File: src/verilog/olsc_pkg.sv
package olsc_pkg;

	// Register byte offsets on the AXI4-Lite slave
	localparam logic [7:0] OFS_STOP_METHOD = 8'h00;
	localparam logic [7:0] OFS_FWD_CFG     = 8'h04;
	localparam logic [7:0] OFS_REV_CFG     = 8'h08;
	localparam logic [7:0] OFS_ESTOP_TORQ  = 8'h0C;
	localparam logic [7:0] OFS_ROT_DIR     = 8'h10;
	localparam logic [7:0] OFS_STATE       = 8'h14;
	localparam logic [7:0] OFS_IRQ_STATUS  = 8'h18;
	localparam logic [7:0] OFS_IRQ_MASK    = 8'h1C;

	// Digit positions inside the 16-bit parameters
	localparam int DIG_FWD_LSB  = 12;
	localparam int DIG_REV_LSB  = 0;
	localparam int DIG_STOP_LSB = 0;
	localparam int DIG_DECEL_LSB = 4;
	localparam int DIG_ROT_LSB  = 0;

	// Digit codes
	localparam logic [3:0] FWD_FROM_PIN   = 4'h2;
	localparam logic [3:0] REV_FROM_PIN   = 4'h3;
	localparam logic [3:0] LIMIT_DISABLED = 4'h8;
	localparam logic [3:0] STOP_DB_A      = 4'h0;
	localparam logic [3:0] STOP_DB_B      = 4'h1;
	localparam logic [3:0] STOP_COAST     = 4'h2;
	localparam logic [3:0] DECEL_CLAMP    = 4'h1;
	localparam logic [3:0] DECEL_COAST    = 4'h2;
	localparam logic [3:0] ROT_REVERSED   = 4'h1;

	// Reset values and stop torque ceiling
	localparam logic [15:0] RST_STOP_METHOD = 16'h0000;
	localparam logic [15:0] RST_FWD_CFG     = 16'h2000;
	localparam logic [15:0] RST_REV_CFG     = 16'h0003;
	localparam logic [15:0] RST_ESTOP_TORQ  = 16'h0320;
	localparam logic [15:0] ESTOP_TORQ_MAX  = 16'h0320;
	localparam logic [15:0] RST_ROT_DIR     = 16'h0000;

	// Interrupt status bit positions
	localparam int IRQ_FWD_OT    = 0;
	localparam int IRQ_REV_OT    = 1;
	localparam int IRQ_STOP_DONE = 2;
	localparam int IRQ_W         = 3;

	// AXI responses
	localparam logic [1:0] RESP_OKAY   = 2'b00;
	localparam logic [1:0] RESP_SLVERR = 2'b10;

	// Control method as driven by the servo core
	typedef enum logic [1:0]
	{
		CTRL_SPEED,
		CTRL_POSITION,
		CTRL_TORQUE
	} olsc_ctrl_t;

	// Parameter set latched at power-up
	typedef struct packed
	{
		logic [15:0] stop_method;
		logic [15:0] fwd_cfg;
		logic [15:0] rev_cfg;
		logic [15:0] rot_dir;
	} olsc_cfg_t;

endpackage : olsc_pkg

File: src/verilog/olsc_top.sv
//
// Operation
// Forward limit high blocks forward rotation
// Reverse limit high blocks reverse rotation
// Opposite direction stays allowed, also coasting
// Position error held until clear input
// Forward limit from pin, or ignored
// Reverse limit from pin, or ignored
// Limit selection holds in every mode
// Parameters take effect at next power-up
// Codes 00/01: dynamic brake then coast
// Code 02: coast to stop, stay coasting
// Decel by stop torque, clamp or coast
// Torque control ignores deceleration digit
// Torque control ends in coast mode
// Zero clamp holds position reference zero
// Stop torque 0..800 percent, immediate
// Applied stop torque limited by rating
// Vertical axis should use decel with clamp
// Reverse rotation mode swaps limit directions
// Limit inputs pass two-stage synchroniser
module olsc_top
	import olsc_pkg::*;
#(
	parameter int ADDR_W = 8
)
(
	// Clock, reset, enable
	input  wire logic              clock,
	input  wire logic              rst,
	input  wire logic              ce,
	// AXI4-Lite slave
	input  wire logic [ADDR_W-1:0] s_axi_awaddr,
	input  wire logic              s_axi_awvalid,
	output logic                   s_axi_awready,
	input  wire logic [31:0]       s_axi_wdata,
	input  wire logic [3:0]        s_axi_wstrb,
	input  wire logic              s_axi_wvalid,
	output logic                   s_axi_wready,
	output logic [1:0]             s_axi_bresp,
	output logic                   s_axi_bvalid,
	input  wire logic              s_axi_bready,
	input  wire logic [ADDR_W-1:0] s_axi_araddr,
	input  wire logic              s_axi_arvalid,
	output logic                   s_axi_arready,
	output logic [31:0]            s_axi_rdata,
	output logic [1:0]             s_axi_rresp,
	output logic                   s_axi_rvalid,
	input  wire logic              s_axi_rready,
	// Limit switches, high means overtravel
	input  wire logic              forward_limit_input,
	input  wire logic              reverse_limit_input,
	// Servo core status
	input  wire logic [1:0]        control_mode,
	input  wire logic              motor_turning_ccw,
	input  wire logic              motor_turning_cw,
	input  wire logic              motor_stopped,
	input  wire logic [15:0]       motor_max_torque,
	input  wire logic              position_error_clear,
	input  wire logic              power_up_load,
	// Power stage commands
	output logic                   ccw_run_allowed,
	output logic                   cw_run_allowed,
	output logic                   dynamic_brake_on,
	output logic                   power_off,
	output logic                   decel_active,
	output logic [15:0]            decel_torque_limit,
	output logic                   zero_clamp_active,
	output logic                   position_error_hold,
	// Interrupt
	output logic                   irq
);

	typedef enum logic [2:0]
	{
		ST_RUN,
		ST_BRAKE,
		ST_COAST_STOP,
		ST_DECEL,
		ST_HOLD_COAST,
		ST_HOLD_CLAMP
	} olsc_state_t;

	// Pick one hex digit out of a parameter
	function automatic logic [3:0] digit(input logic [15:0] v, input int lsb);
		logic [15:0] t;
		t = v >> lsb;
		return t[3:0];
	endfunction : digit

	// Byte-lane merge of a write into a 16-bit register
	function automatic logic [15:0] merge16(input logic [15:0] old,
		input logic [31:0] d, input logic [3:0] s);
		logic [15:0] r;
		r = old;
		if (s[0])
			r[7:0] = d[7:0];
		if (s[1])
			r[15:8] = d[15:8];
		return r;
	endfunction : merge16

	logic              fwd_s1_reg;
	logic              fwd_s2_reg;
	logic              rev_s1_reg;
	logic              rev_s2_reg;
	olsc_cfg_t         cfg_soft_reg;
	olsc_cfg_t         cfg_act_reg;
	logic              load_pend_reg;
	logic [15:0]       estop_reg;
	logic [IRQ_W-1:0]  irq_stat_reg;
	logic [IRQ_W-1:0]  irq_mask_reg;
	logic [IRQ_W-1:0]  irq_stat_next;
	logic [IRQ_W-1:0]  irq_clr;
	logic [IRQ_W-1:0]  irq_evt;
	olsc_state_t       state_reg;
	olsc_state_t       state_next;
	logic              aw_hold_reg;
	logic              w_hold_reg;
	logic [ADDR_W-1:0] awaddr_reg;
	logic [31:0]       wdata_reg;
	logic [3:0]        wstrb_reg;
	logic              wr_go;
	logic [7:0]        wr_ofs;
	logic [7:0]        rd_ofs;
	logic [31:0]       rd_val;
	logic              rd_ok;
	logic              fwd_ot;
	logic              rev_ot;
	logic              ccw_blk;
	logic              cw_blk;
	logic              trip;
	logic              use_decel;
	logic              use_db;
	logic              stopping;

	// Two-stage synchronisers; only stage two is looked at
	always_ff @(posedge clock or posedge rst)
	begin
		if (rst)
		begin
			fwd_s1_reg <= 1'b0;
			fwd_s2_reg <= 1'b0;
			rev_s1_reg <= 1'b0;
			rev_s2_reg <= 1'b0;
		end
		else if (ce)
		begin
			fwd_s1_reg <= forward_limit_input;
			fwd_s2_reg <= fwd_s1_reg;
			rev_s1_reg <= reverse_limit_input;
			rev_s2_reg <= rev_s1_reg;
		end
	end

	// Limit evaluation; pin enable ignores control_mode on purpose
	always_comb
	begin
		fwd_ot = (digit(cfg_act_reg.fwd_cfg, DIG_FWD_LSB) != LIMIT_DISABLED)
			&& fwd_s2_reg;
		rev_ot = (digit(cfg_act_reg.rev_cfg, DIG_REV_LSB) != LIMIT_DISABLED)
			&& rev_s2_reg;
		if (digit(cfg_act_reg.rot_dir, DIG_ROT_LSB) == ROT_REVERSED)
		begin
			ccw_blk = rev_ot;
			cw_blk  = fwd_ot;
		end
		else
		begin
			ccw_blk = fwd_ot;
			cw_blk  = rev_ot;
		end
		trip = (ccw_blk && motor_turning_ccw) || (cw_blk && motor_turning_cw);
		use_decel = (control_mode != CTRL_TORQUE)
			&& ((digit(cfg_act_reg.stop_method, DIG_DECEL_LSB) == DECEL_CLAMP)
			|| (digit(cfg_act_reg.stop_method, DIG_DECEL_LSB) == DECEL_COAST));
		use_db = digit(cfg_act_reg.stop_method, DIG_STOP_LSB) != STOP_COAST;
	end

	// Stop sequence
	always_comb
	begin
		state_next = state_reg;
		case (state_reg)
			ST_RUN:
			begin
				if (trip && use_decel)
					state_next = ST_DECEL;
				else if (trip && use_db)
					state_next = ST_BRAKE;
				else if (trip)
					state_next = ST_COAST_STOP;
			end
			ST_BRAKE, ST_COAST_STOP:
			begin
				if (motor_stopped)
					state_next = ST_HOLD_COAST;
			end
			ST_DECEL:
			begin
				if (motor_stopped && control_mode != CTRL_TORQUE
					&& digit(cfg_act_reg.stop_method, DIG_DECEL_LSB) == DECEL_CLAMP)
					state_next = ST_HOLD_CLAMP;
				else if (motor_stopped)
					state_next = ST_HOLD_COAST;
			end
			ST_HOLD_COAST, ST_HOLD_CLAMP:
			begin
				if (!ccw_blk && !cw_blk)
					state_next = ST_RUN;
			end
			default:
				state_next = ST_RUN;
		endcase
	end

	assign stopping = (state_reg == ST_RUN) && (state_next != ST_RUN);

	// State and registered power stage commands
	always_ff @(posedge clock or posedge rst)
	begin
		if (rst)
		begin
			state_reg          <= ST_RUN;
			ccw_run_allowed    <= 1'b1;
			cw_run_allowed     <= 1'b1;
			dynamic_brake_on   <= 1'b0;
			power_off          <= 1'b0;
			decel_active       <= 1'b0;
			decel_torque_limit <= 16'h0000;
			zero_clamp_active  <= 1'b0;
		end
		else if (ce)
		begin
			state_reg        <= state_next;
			// Allowance follows the limits only, so the opposite way is free in any state
			ccw_run_allowed  <= !ccw_blk;
			cw_run_allowed   <= !cw_blk;
			dynamic_brake_on <= state_next == ST_BRAKE;
			power_off        <= state_next == ST_BRAKE || state_next == ST_COAST_STOP
				|| state_next == ST_HOLD_COAST;
			decel_active     <= state_next == ST_DECEL;
			// The rating caps the setting, a lower setting wins
			decel_torque_limit <= (estop_reg > motor_max_torque) ?
				motor_max_torque : estop_reg;
			zero_clamp_active <= state_next == ST_HOLD_CLAMP;
		end
	end

	// Error count hold; a new stop beats a clear in the same cycle
	always_ff @(posedge clock or posedge rst)
	begin
		if (rst)
			position_error_hold <= 1'b0;
		else if (ce)
		begin
			if (stopping && control_mode == CTRL_POSITION)
				position_error_hold <= 1'b1;
			else if (position_error_clear)
				position_error_hold <= 1'b0;
		end
	end

	// Active parameter set copied only at a power-up
	always_ff @(posedge clock or posedge rst)
	begin
		if (rst)
		begin
			load_pend_reg <= 1'b1;
			cfg_act_reg   <= '{RST_STOP_METHOD, RST_FWD_CFG, RST_REV_CFG, RST_ROT_DIR};
		end
		else if (ce)
		begin
			load_pend_reg <= 1'b0;
			if (load_pend_reg || power_up_load)
				cfg_act_reg <= cfg_soft_reg;
		end
	end

	// Write channel acceptance, address and data in either order
	assign wr_go  = aw_hold_reg && w_hold_reg && !s_axi_bvalid;
	assign wr_ofs = 8'(awaddr_reg);

	always_ff @(posedge clock or posedge rst)
	begin
		if (rst)
		begin
			aw_hold_reg   <= 1'b0;
			w_hold_reg    <= 1'b0;
			awaddr_reg    <= '0;
			wdata_reg     <= 32'h0000_0000;
			wstrb_reg     <= 4'h0;
			s_axi_awready <= 1'b0;
			s_axi_wready  <= 1'b0;
			s_axi_bvalid  <= 1'b0;
			s_axi_bresp   <= RESP_OKAY;
		end
		else if (ce)
		begin
			s_axi_awready <= !aw_hold_reg && !(s_axi_awvalid && s_axi_awready);
			s_axi_wready  <= !w_hold_reg && !(s_axi_wvalid && s_axi_wready);
			if (s_axi_awvalid && s_axi_awready)
			begin
				aw_hold_reg <= 1'b1;
				awaddr_reg  <= s_axi_awaddr;
			end
			if (s_axi_wvalid && s_axi_wready)
			begin
				w_hold_reg <= 1'b1;
				wdata_reg  <= s_axi_wdata;
				wstrb_reg  <= s_axi_wstrb;
			end
			if (wr_go)
			begin
				aw_hold_reg   <= 1'b0;
				w_hold_reg    <= 1'b0;
				s_axi_awready <= 1'b0;
				s_axi_wready  <= 1'b0;
				s_axi_bvalid  <= 1'b1;
				s_axi_bresp   <= (wr_ofs <= OFS_IRQ_MASK && wr_ofs[1:0] == 2'b00
					&& wr_ofs != OFS_STATE) ? RESP_OKAY : RESP_SLVERR;
			end
			else if (s_axi_bvalid && s_axi_bready)
				s_axi_bvalid <= 1'b0;
		end
	end

	// Software parameter registers; stop torque acts at once
	always_ff @(posedge clock or posedge rst)
	begin
		if (rst)
		begin
			cfg_soft_reg <= '{RST_STOP_METHOD, RST_FWD_CFG, RST_REV_CFG, RST_ROT_DIR};
			estop_reg    <= RST_ESTOP_TORQ;
			irq_mask_reg <= '0;
		end
		else if (ce && wr_go)
		begin
			case (wr_ofs)
				OFS_STOP_METHOD:
					cfg_soft_reg.stop_method <= merge16(cfg_soft_reg.stop_method,
						wdata_reg, wstrb_reg);
				OFS_FWD_CFG:
					cfg_soft_reg.fwd_cfg <= merge16(cfg_soft_reg.fwd_cfg, wdata_reg, wstrb_reg);
				OFS_REV_CFG:
					cfg_soft_reg.rev_cfg <= merge16(cfg_soft_reg.rev_cfg, wdata_reg, wstrb_reg);
				OFS_ROT_DIR:
					cfg_soft_reg.rot_dir <= merge16(cfg_soft_reg.rot_dir, wdata_reg, wstrb_reg);
				OFS_ESTOP_TORQ:
					// Out-of-range settings saturate rather than wrap
					estop_reg <= (merge16(estop_reg, wdata_reg, wstrb_reg) > ESTOP_TORQ_MAX) ?
						ESTOP_TORQ_MAX : merge16(estop_reg, wdata_reg, wstrb_reg);
				OFS_IRQ_MASK:
					if (wstrb_reg[0])
						irq_mask_reg <= wdata_reg[IRQ_W-1:0];
				default:
					irq_mask_reg <= irq_mask_reg;
			endcase
		end
	end

	// Sticky events, write one to clear, a new event wins
	always_comb
	begin
		irq_evt = '0;
		irq_evt[IRQ_FWD_OT]    = stopping && (fwd_ot && (ccw_blk ? motor_turning_ccw
			: motor_turning_cw));
		irq_evt[IRQ_REV_OT]    = stopping && (rev_ot && (cw_blk && !fwd_ot ? motor_turning_cw
			: (ccw_blk && !fwd_ot ? motor_turning_ccw : rev_ot && !fwd_ot)));
		irq_evt[IRQ_STOP_DONE] = (state_next == ST_HOLD_COAST || state_next == ST_HOLD_CLAMP)
			&& state_reg != ST_HOLD_COAST && state_reg != ST_HOLD_CLAMP;
		irq_clr = (wr_go && wr_ofs == OFS_IRQ_STATUS && wstrb_reg[0]) ?
			wdata_reg[IRQ_W-1:0] : '0;
		irq_stat_next = (irq_stat_reg & ~irq_clr) | irq_evt;
	end

	always_ff @(posedge clock or posedge rst)
	begin
		if (rst)
		begin
			irq_stat_reg <= '0;
			irq <= 1'b0;
		end
		else if (ce)
		begin
			irq_stat_reg <= irq_stat_next;
			irq <= |(irq_stat_next & irq_mask_reg);
		end
	end

	// Read decode
	assign rd_ofs = 8'(s_axi_araddr);

	always_comb
	begin
		rd_val = 32'h0000_0000;
		rd_ok  = 1'b1;
		case (rd_ofs)
			OFS_STOP_METHOD: rd_val[15:0] = cfg_soft_reg.stop_method;
			OFS_FWD_CFG:     rd_val[15:0] = cfg_soft_reg.fwd_cfg;
			OFS_REV_CFG:     rd_val[15:0] = cfg_soft_reg.rev_cfg;
			OFS_ESTOP_TORQ:  rd_val[15:0] = estop_reg;
			OFS_ROT_DIR:     rd_val[15:0] = cfg_soft_reg.rot_dir;
			OFS_STATE:
				rd_val[7:0] = {position_error_hold, zero_clamp_active, decel_active,
					dynamic_brake_on, power_off, cw_blk, ccw_blk, state_reg != ST_RUN};
			OFS_IRQ_STATUS:  rd_val[IRQ_W-1:0] = irq_stat_reg;
			OFS_IRQ_MASK:    rd_val[IRQ_W-1:0] = irq_mask_reg;
			default:         rd_ok = 1'b0;
		endcase
	end

	// Read channel, one read in flight
	always_ff @(posedge clock or posedge rst)
	begin
		if (rst)
		begin
			s_axi_arready <= 1'b0;
			s_axi_rvalid  <= 1'b0;
			s_axi_rdata   <= 32'h0000_0000;
			s_axi_rresp   <= RESP_OKAY;
		end
		else if (ce)
		begin
			s_axi_arready <= !s_axi_rvalid && !(s_axi_arvalid && s_axi_arready);
			if (s_axi_arvalid && s_axi_arready)
			begin
				s_axi_arready <= 1'b0;
				s_axi_rvalid  <= 1'b1;
				s_axi_rdata   <= rd_val;
				s_axi_rresp   <= rd_ok ? RESP_OKAY : RESP_SLVERR;
			end
			else if (s_axi_rvalid && s_axi_rready)
				s_axi_rvalid <= 1'b0;
		end
	end

endmodule : olsc_top

File: config.mk
export PLATFORM = sky130hd
export DESIGN_NAME = olsc_top
export DESIGN_NICKNAME = d
export VERILOG_FILES = /design/src/verilog/olsc_pkg.sv /design/src/verilog/olsc_top.sv
export SDC_FILE = /design/constraint.sdc
export NUM_CORES = 1
export LEC_CHECK = 0
export ABC_CLOCK_PERIOD_IN_PS = 6800
export BUFFER_PORTS_ARGS = -buffer_cell sky130_fd_sc_hd__buf_2
export CORE_MARGIN = 5
export CORE_UTILIZATION = 50
export CTS_CLUSTER_SIZE = 40
export DETAILED_ROUTE_END_ITERATION = 10
export PLACE_DENSITY = 0.73
export REMOVE_ABC_BUFFERS = 1
export SLEW_MARGIN = 25
export SYNTH_ARGS = -nofsm -noshare
export SYNTH_HDL_FRONTEND = slang
export SYNTH_SLANG_ARGS = --single-unit
File: constraint.sdc
create_clock -name clock -period 6.8 [get_ports clock]
set_input_delay 0.68 -clock clock [delete_from_list [all_inputs] [get_ports clock]]
set_output_delay 0.68 -clock clock [all_outputs]
set_load 0.005 [all_outputs]
==> metrics.txt, run 1 <==
status=complete, no violations; GP Congestion=0.888; Post-Syn Area per Cell=11.8 µm²; vias=6330; Syn-to-layout area delta=14.7%; Final Max Slew Viols=0; Die H=144 µm; placed inst area=9630 µm²; critical path data arrival time=3.10 ns; post-CTS setup buffers=0; area leader, netlist=dfrtp_1; post-cts resize count=0; CP endpoint kind=register; clock buffer count from CTS=17; Yosys warning count=0; Total Routing Usage GR=0.206; initial detailed-routing violation count=412; Logic pwr share=0.154; Syn Std Cell Area=8940 µm²; largest net degree at the start of global routing=104; dominant synthesized flop cell=dfrtp_1; First-pass DRT Iterations=4; Nets=960; vias in the first global route=6333; Worst Tran Pin Value=0.931 ns; die footprint=20700 µm²; CTS tree=built; antenna violations before repair=0; fin area=10300 µm²; total power=3040 µW; worst path required time=7.11 ns; Fmax achieved=358 MHz; worst hold-check path type=primary input to async pin; Net Sw Power=882 µW; Sw Share=0.290; Power Internal=2160 µW; setup TNS=0 ns; vias per cell=5.75; clock transition at the registers of the reported paths=0.06 ns; synth unique cells=64; Tmin final=2.79 ns; #FFs+latches synth=189; number of remaining DRC errors=0; Post-synth EDFFs=0; share of layout cells above drive strength 1=0.345; share of the synthesized area in the top cell type=0.495; Worst Clk Skew=0.00895 ns; Port-buffer cells=113; Tcrit/Tclk final=0.410; clk buf depth=2; WS Path Type=primary input to register; Post-CTS Hold Fix Bufs=0; ANT cells=0; synth top area cells=dfrtp_1 50%, mux2_2 15%, dfstp_2 3.5%; Row Count=49; routed len/inst=18.7 µm; Flop pwr share=0.506; Routed Antenna Nets=0; RSZ-0062 raised after global routing=false; clock sinks=189; power share of the clock group=0.340; Clock Latency Late Sink=0.44 ns; leakage power=0.00498 µW; grt ovf=0; total of max-cap violations=0; Final Hold Viols=0; Cells after Synth=759; headroom to the max-slew limit=0.374; DP Wirelength=14.6 mm; root buffer cell=clkbuf_16; VDD IR max=0.201 mV; Seq/Total Area, Yosys=0.530; max reg flops=64; Power Dens Cells=297 nW/µm²; IO Pins=150; # H-tree levels=4; ys async rst share=1.00; core area=17800 µm²; Final setup viols=0; DRT Wirelength=20.6 mm; Final WS setup=4.01 ns; Crit Path Max Fanout=63; first-pass GRT wire length=33.4 mm; dpl ws=3.56 ns; Die W=144 µm; R2R setup slack=4.15 ns; Hold WS=0.343 ns; Worst setup SP type=primary input; Initial Util=0.503
## per-layer routing
metal | vias up | routed length (µm) | GRT usage
met1 | 3170 | 9250 | 0.282
met3 | 23 | 1130 | 0.0389
met4 | 0 | 318 | 0.0659
li1 | 2954 | - | -
met5 | - | 0 | 0
met2 | 183 | 9850 | 0.335
## logic make-up (layout without fill, tap and decap cells)
kind of cell	after synthesis	in the layout	share of synthesized area
AOI/OAI and AO/OA	149	149	0.115
buffers and inverters	82	178	0.0449
adders and majority gates	16	16	0.0224
and+or+nand+nor	174	174	0.103
muxes	147	147	0.183
xor gates and xnor gates	1	1	0.000979
DFF	189	189	0.530
other	1	18	0.000419
## synth_stat cells, types with 3 or more instances
library cell,count
nand2_1,49
a21o_1,8
mux2_2,121
dfrtp_1,177
nor4_1,8
nand4_1,3
buf_4,20
buf_2,7
a221oi_1,5
nor3_1,10
a21boi_0,6
a211oi_1,4
a221o_1,5
o21ai_0,25
and2_1,7
o31ai_1,5
nand3_1,15
nand3_2,6
and3_1,6
a22o_1,11
a31oi_1,3
ha_1,16
a21oi_1,39
or3_1,4
nor2_1,44
inv_1,28
dfstp_2,12
clkbuf_1,23
a222oi_1,9
nor4b_2,3
mux2i_1,25
a22oi_1,14
## per-stage QoR
| stage | util | std cells |
|---|---|---|
| final | 0.577 | 1101 |
| after floorplan | - | 722 |
| after detailed placement | 0.542 | 1069 |
| after CTS | 0.577 | 1101 |
| after global placement | 0.541 | 1069 |
| after global routing | 0.577 | 1101 |
## power by group through the flow
stage	registers, µW	logic, µW	clock network, µW
after floorplan	1470	329	0
after global placement	1540	459	0
after detailed placement	1550	472	0
after CTS	1530	476	1050
after global routing	1570	526	1100
final	1540	470	1030
## worst paths after layout
check	start	to	cells past startpoint
hold reg to reg	s_axi_rdata[8]	s_axi_rdata[8]	1
hold / removal	rst	fwd_s1_reg	2
min in group clock	control_mode[1]	position_error_hold	2
setup / recovery	ce	cfg_soft_reg[7]	6
max in group asynchronous	rst	wdata_reg[13]	3
setup reg to reg	estop_reg[15]	decel_torque_limit[12]	7
## critical path, cell delays in order
cell and delay [ns]:
buf_2 0.07, buf_4 0.53, nand4b_1 0.46, nor2_1 0.35
and4_1 0.59, mux2_2 0.40
## final cells by class
cell class	instances	area, µm²
inverters	28	113
repair buffers	118	607
flip-flops and latches	189	4740
fillers	1524	7520
clock inverters	9	133
multi-input cells	505	3880
clock buffers	23	488
well taps	229	287
## placed cells by master, fill, tap and decap left out, types with 5 or more instances in the layout
cell	synthesis	final
dfrtp_1	177	177
nand2_1	49	49
mux2i_1	25	25
and2_1	7	7
mux2_2	121	121
dfstp_2	12	12
buf_2	7	113
nor3_1	10	10
o21ai_0	25	24
a22o_1	11	11
and3_1	6	6
a21oi_1	39	39
a22oi_1	14	14
a221oi_1	5	5
o31ai_1	5	5
nand3_2	6	7
a21boi_0	6	5
a222oi_1	9	9
nor2_1	44	44
a221o_1	5	5
inv_1	28	27
ha_1	16	16
nor4_1	8	8
a21o_1	8	8
nand3_1	15	14
conb_1	1	18
clkbuf_16	0	17
(Power assumes the default switching activity.)
==> run 2: changes to the inputs <==
Settings changed: ABC_CLOCK_PERIOD_IN_PS 6800 to 2500, PLACE_DENSITY 0.73 to 0.76.
Clock period 6.8 ns to 2.5 ns, I/O delays scaled along.
==> run 2 against run 1 <==
Die area unchanged. Clock skew increased by 0.00085 ns. Critical path depth is 3 higher. Register-to-register slack got worse by 3.9 ns. Flip-flop and latch count unchanged.
==> metrics.txt, run 2 (synthesized netlist as in run 1, its figures left out) <==
first-pass GRT wire length=34.2 mm; Initial Util=0.503; Top Usage Layer GRT=met2; post-cts resize count=0; Final WS setup=0.252 ns; number of remaining DRC errors=0; Logic pwr share=0.178; Worst Clk Skew=0.00980 ns; met2 usage=0.334; routed len/inst=18.8 µm; Crit Path Max Fanout=8; Final setup viols=0; Row Count=49; dpl ws=0.270 ns; clock sinks=189; power share of the clock group=0.323; Flop pwr share=0.499; leakage power=0.00508 µW; vias in the first global route=6529; worst hold-check path type=primary input to register; most frequent cells in the layout=177 x dfrtp_1, 121 x mux2_2, 113 x buf_2, 49 x nand2_1, 44 x nor2_1; Routed Antenna Nets=0; vias per cell=5.71; largest net degree at the start of global routing=53; grt ovf=0; fin area=10400 µm²; Tmin final=2.25 ns; DP Wirelength=15.7 mm; Post-CTS Hold Fix Bufs=1; clock transition at the registers of the reported paths=0.07 ns; First-pass DRT Iterations=5; # H-tree levels=4; VDD IR max=0.577 mV; Fmax achieved=445 MHz; most common cell after layout, fill and taps aside=dfrtp_1; antenna violations before repair=0; vias=6443; initial detailed-routing violation count=495; Final Hold Viols=0; clock buffer count from CTS=17; Power Internal=5770 µW; Die W=144 µm; total of max-cap violations=0; core area=17800 µm²; worst path required time=2.80 ns; RSZ-0062 raised after global routing=false; Die H=144 µm; WS Path Type=register to register; Nets=987; status=complete, no violations; die footprint=20700 µm²; met3 global-route usage=0.0389; critical path data arrival time=2.54 ns; Net Sw Power=2530 µW; DRT Wirelength=21.2 mm; GP Congestion=0.873; Sw Share=0.304; clk buf depth=2; post-CTS setup buffers=0; CP endpoint kind=register; ANT cells=0; headroom to the max-slew limit=0.543; root buffer cell=clkbuf_16; Tcrit/Tclk final=0.899; Syn-to-layout area delta=16.5%; share of layout cells above drive strength 1=0.364; Power Dens Cells=796 nW/µm²; Worst Tran Pin Value=0.681 ns; IO Pins=150; max reg flops=64; Port-buffer cells=113; Total Routing Usage GR=0.212; placed inst area=9830 µm²; CTS tree=built; Final Max Slew Viols=0; Worst setup SP type=register; Clock Latency Late Sink=0.43 ns; met1 track demand over resource=0.297
-- run 2: cell count changes in the layout (fill, tap and decap cells not counted), moves of 2 or more --
cell        delta
inv_6          +3
clkbuf_8       -3
buf_4         +25
clkinvlp_4     +2
buf_12         +2
-- run 2: critical path: stages (launching register included) --
cell and delay, ns:
dfrtp_1 0.44, ha_1 0.32, nand2_1 0.09, nor4_1 0.28, buf_4 0.17, o221ai_1 0.12, a21boi_2 0.16, buf_4 0.20
mux2i_1 0.23, a21oi_1 0.09
-- run 2: cell type report --
type / instances / area (µm²)
Fill cell: 1449 / 7360
Sequential cell: 189 / 4740
Multi-Input combinational cell: 505 / 3870
Timing Repair Buffer: 145 / 833
Clock buffer: 19 / 443
Tap cell: 229 / 287
Clock inverter: 13 / 140
Inverter: 28 / 110
-- run 2: path summary, 6_finish.rpt --
kind | start | end | slack (ns) | depth (start not counted)
min reg2reg | s_axi_rdata[13] | s_axi_rdata[13] | 0.47 | 1
max in group asynchronous | rst | wdata_reg[10] | 1.37 | 4
max | estop_reg[11] | decel_torque_limit[7] | 0.25 | 9
min | control_mode[1] | position_error_hold | 0.02 | 2
min in group asynchronous | rst | cfg_act_reg[54] | 0.40 | 3
max reg2reg | estop_reg[11] | decel_torque_limit[7] | 0.25 | 9
-- run 2: through the flow --
stage / util / TNS (ns) / power (µW) / instances / hold slack (ns)
CTS: 0.586 / 0 / 8330 / 1128 / 0.00473
floorplan: - / -541.06 / 4900 / 722 / 0.282
finish: 0.586 / 0 / 8300 / 1128 / 0.0166
detailed placement: 0.553 / 0 / 5650 / 1095 / 0.316
global placement: 0.553 / 0 / 5570 / 1095 / 0.319
global route: 0.586 / 0 / 8700 / 1128 / 0.0208
-- run 2: power groups by stage --
stage | logic (µW) | registers, µW | clock network (µW)
floorplan | 894 | 4010 | 0
global route | 1640 | 4210 | 2860
finish | 1480 | 4140 | 2680
detailed placement | 1480 | 4170 | 0
CTS | 1490 | 4120 | 2720
global placement | 1430 | 4150 | 0
-- run 2: metal layers --
metal | routed length, µm | part of all wire
met3 | 1320 | 0.062
met2 | 9940 | 0.47
met5 | 0 | 0
met4 | 514 | 0.024
met1 | 9420 | 0.44
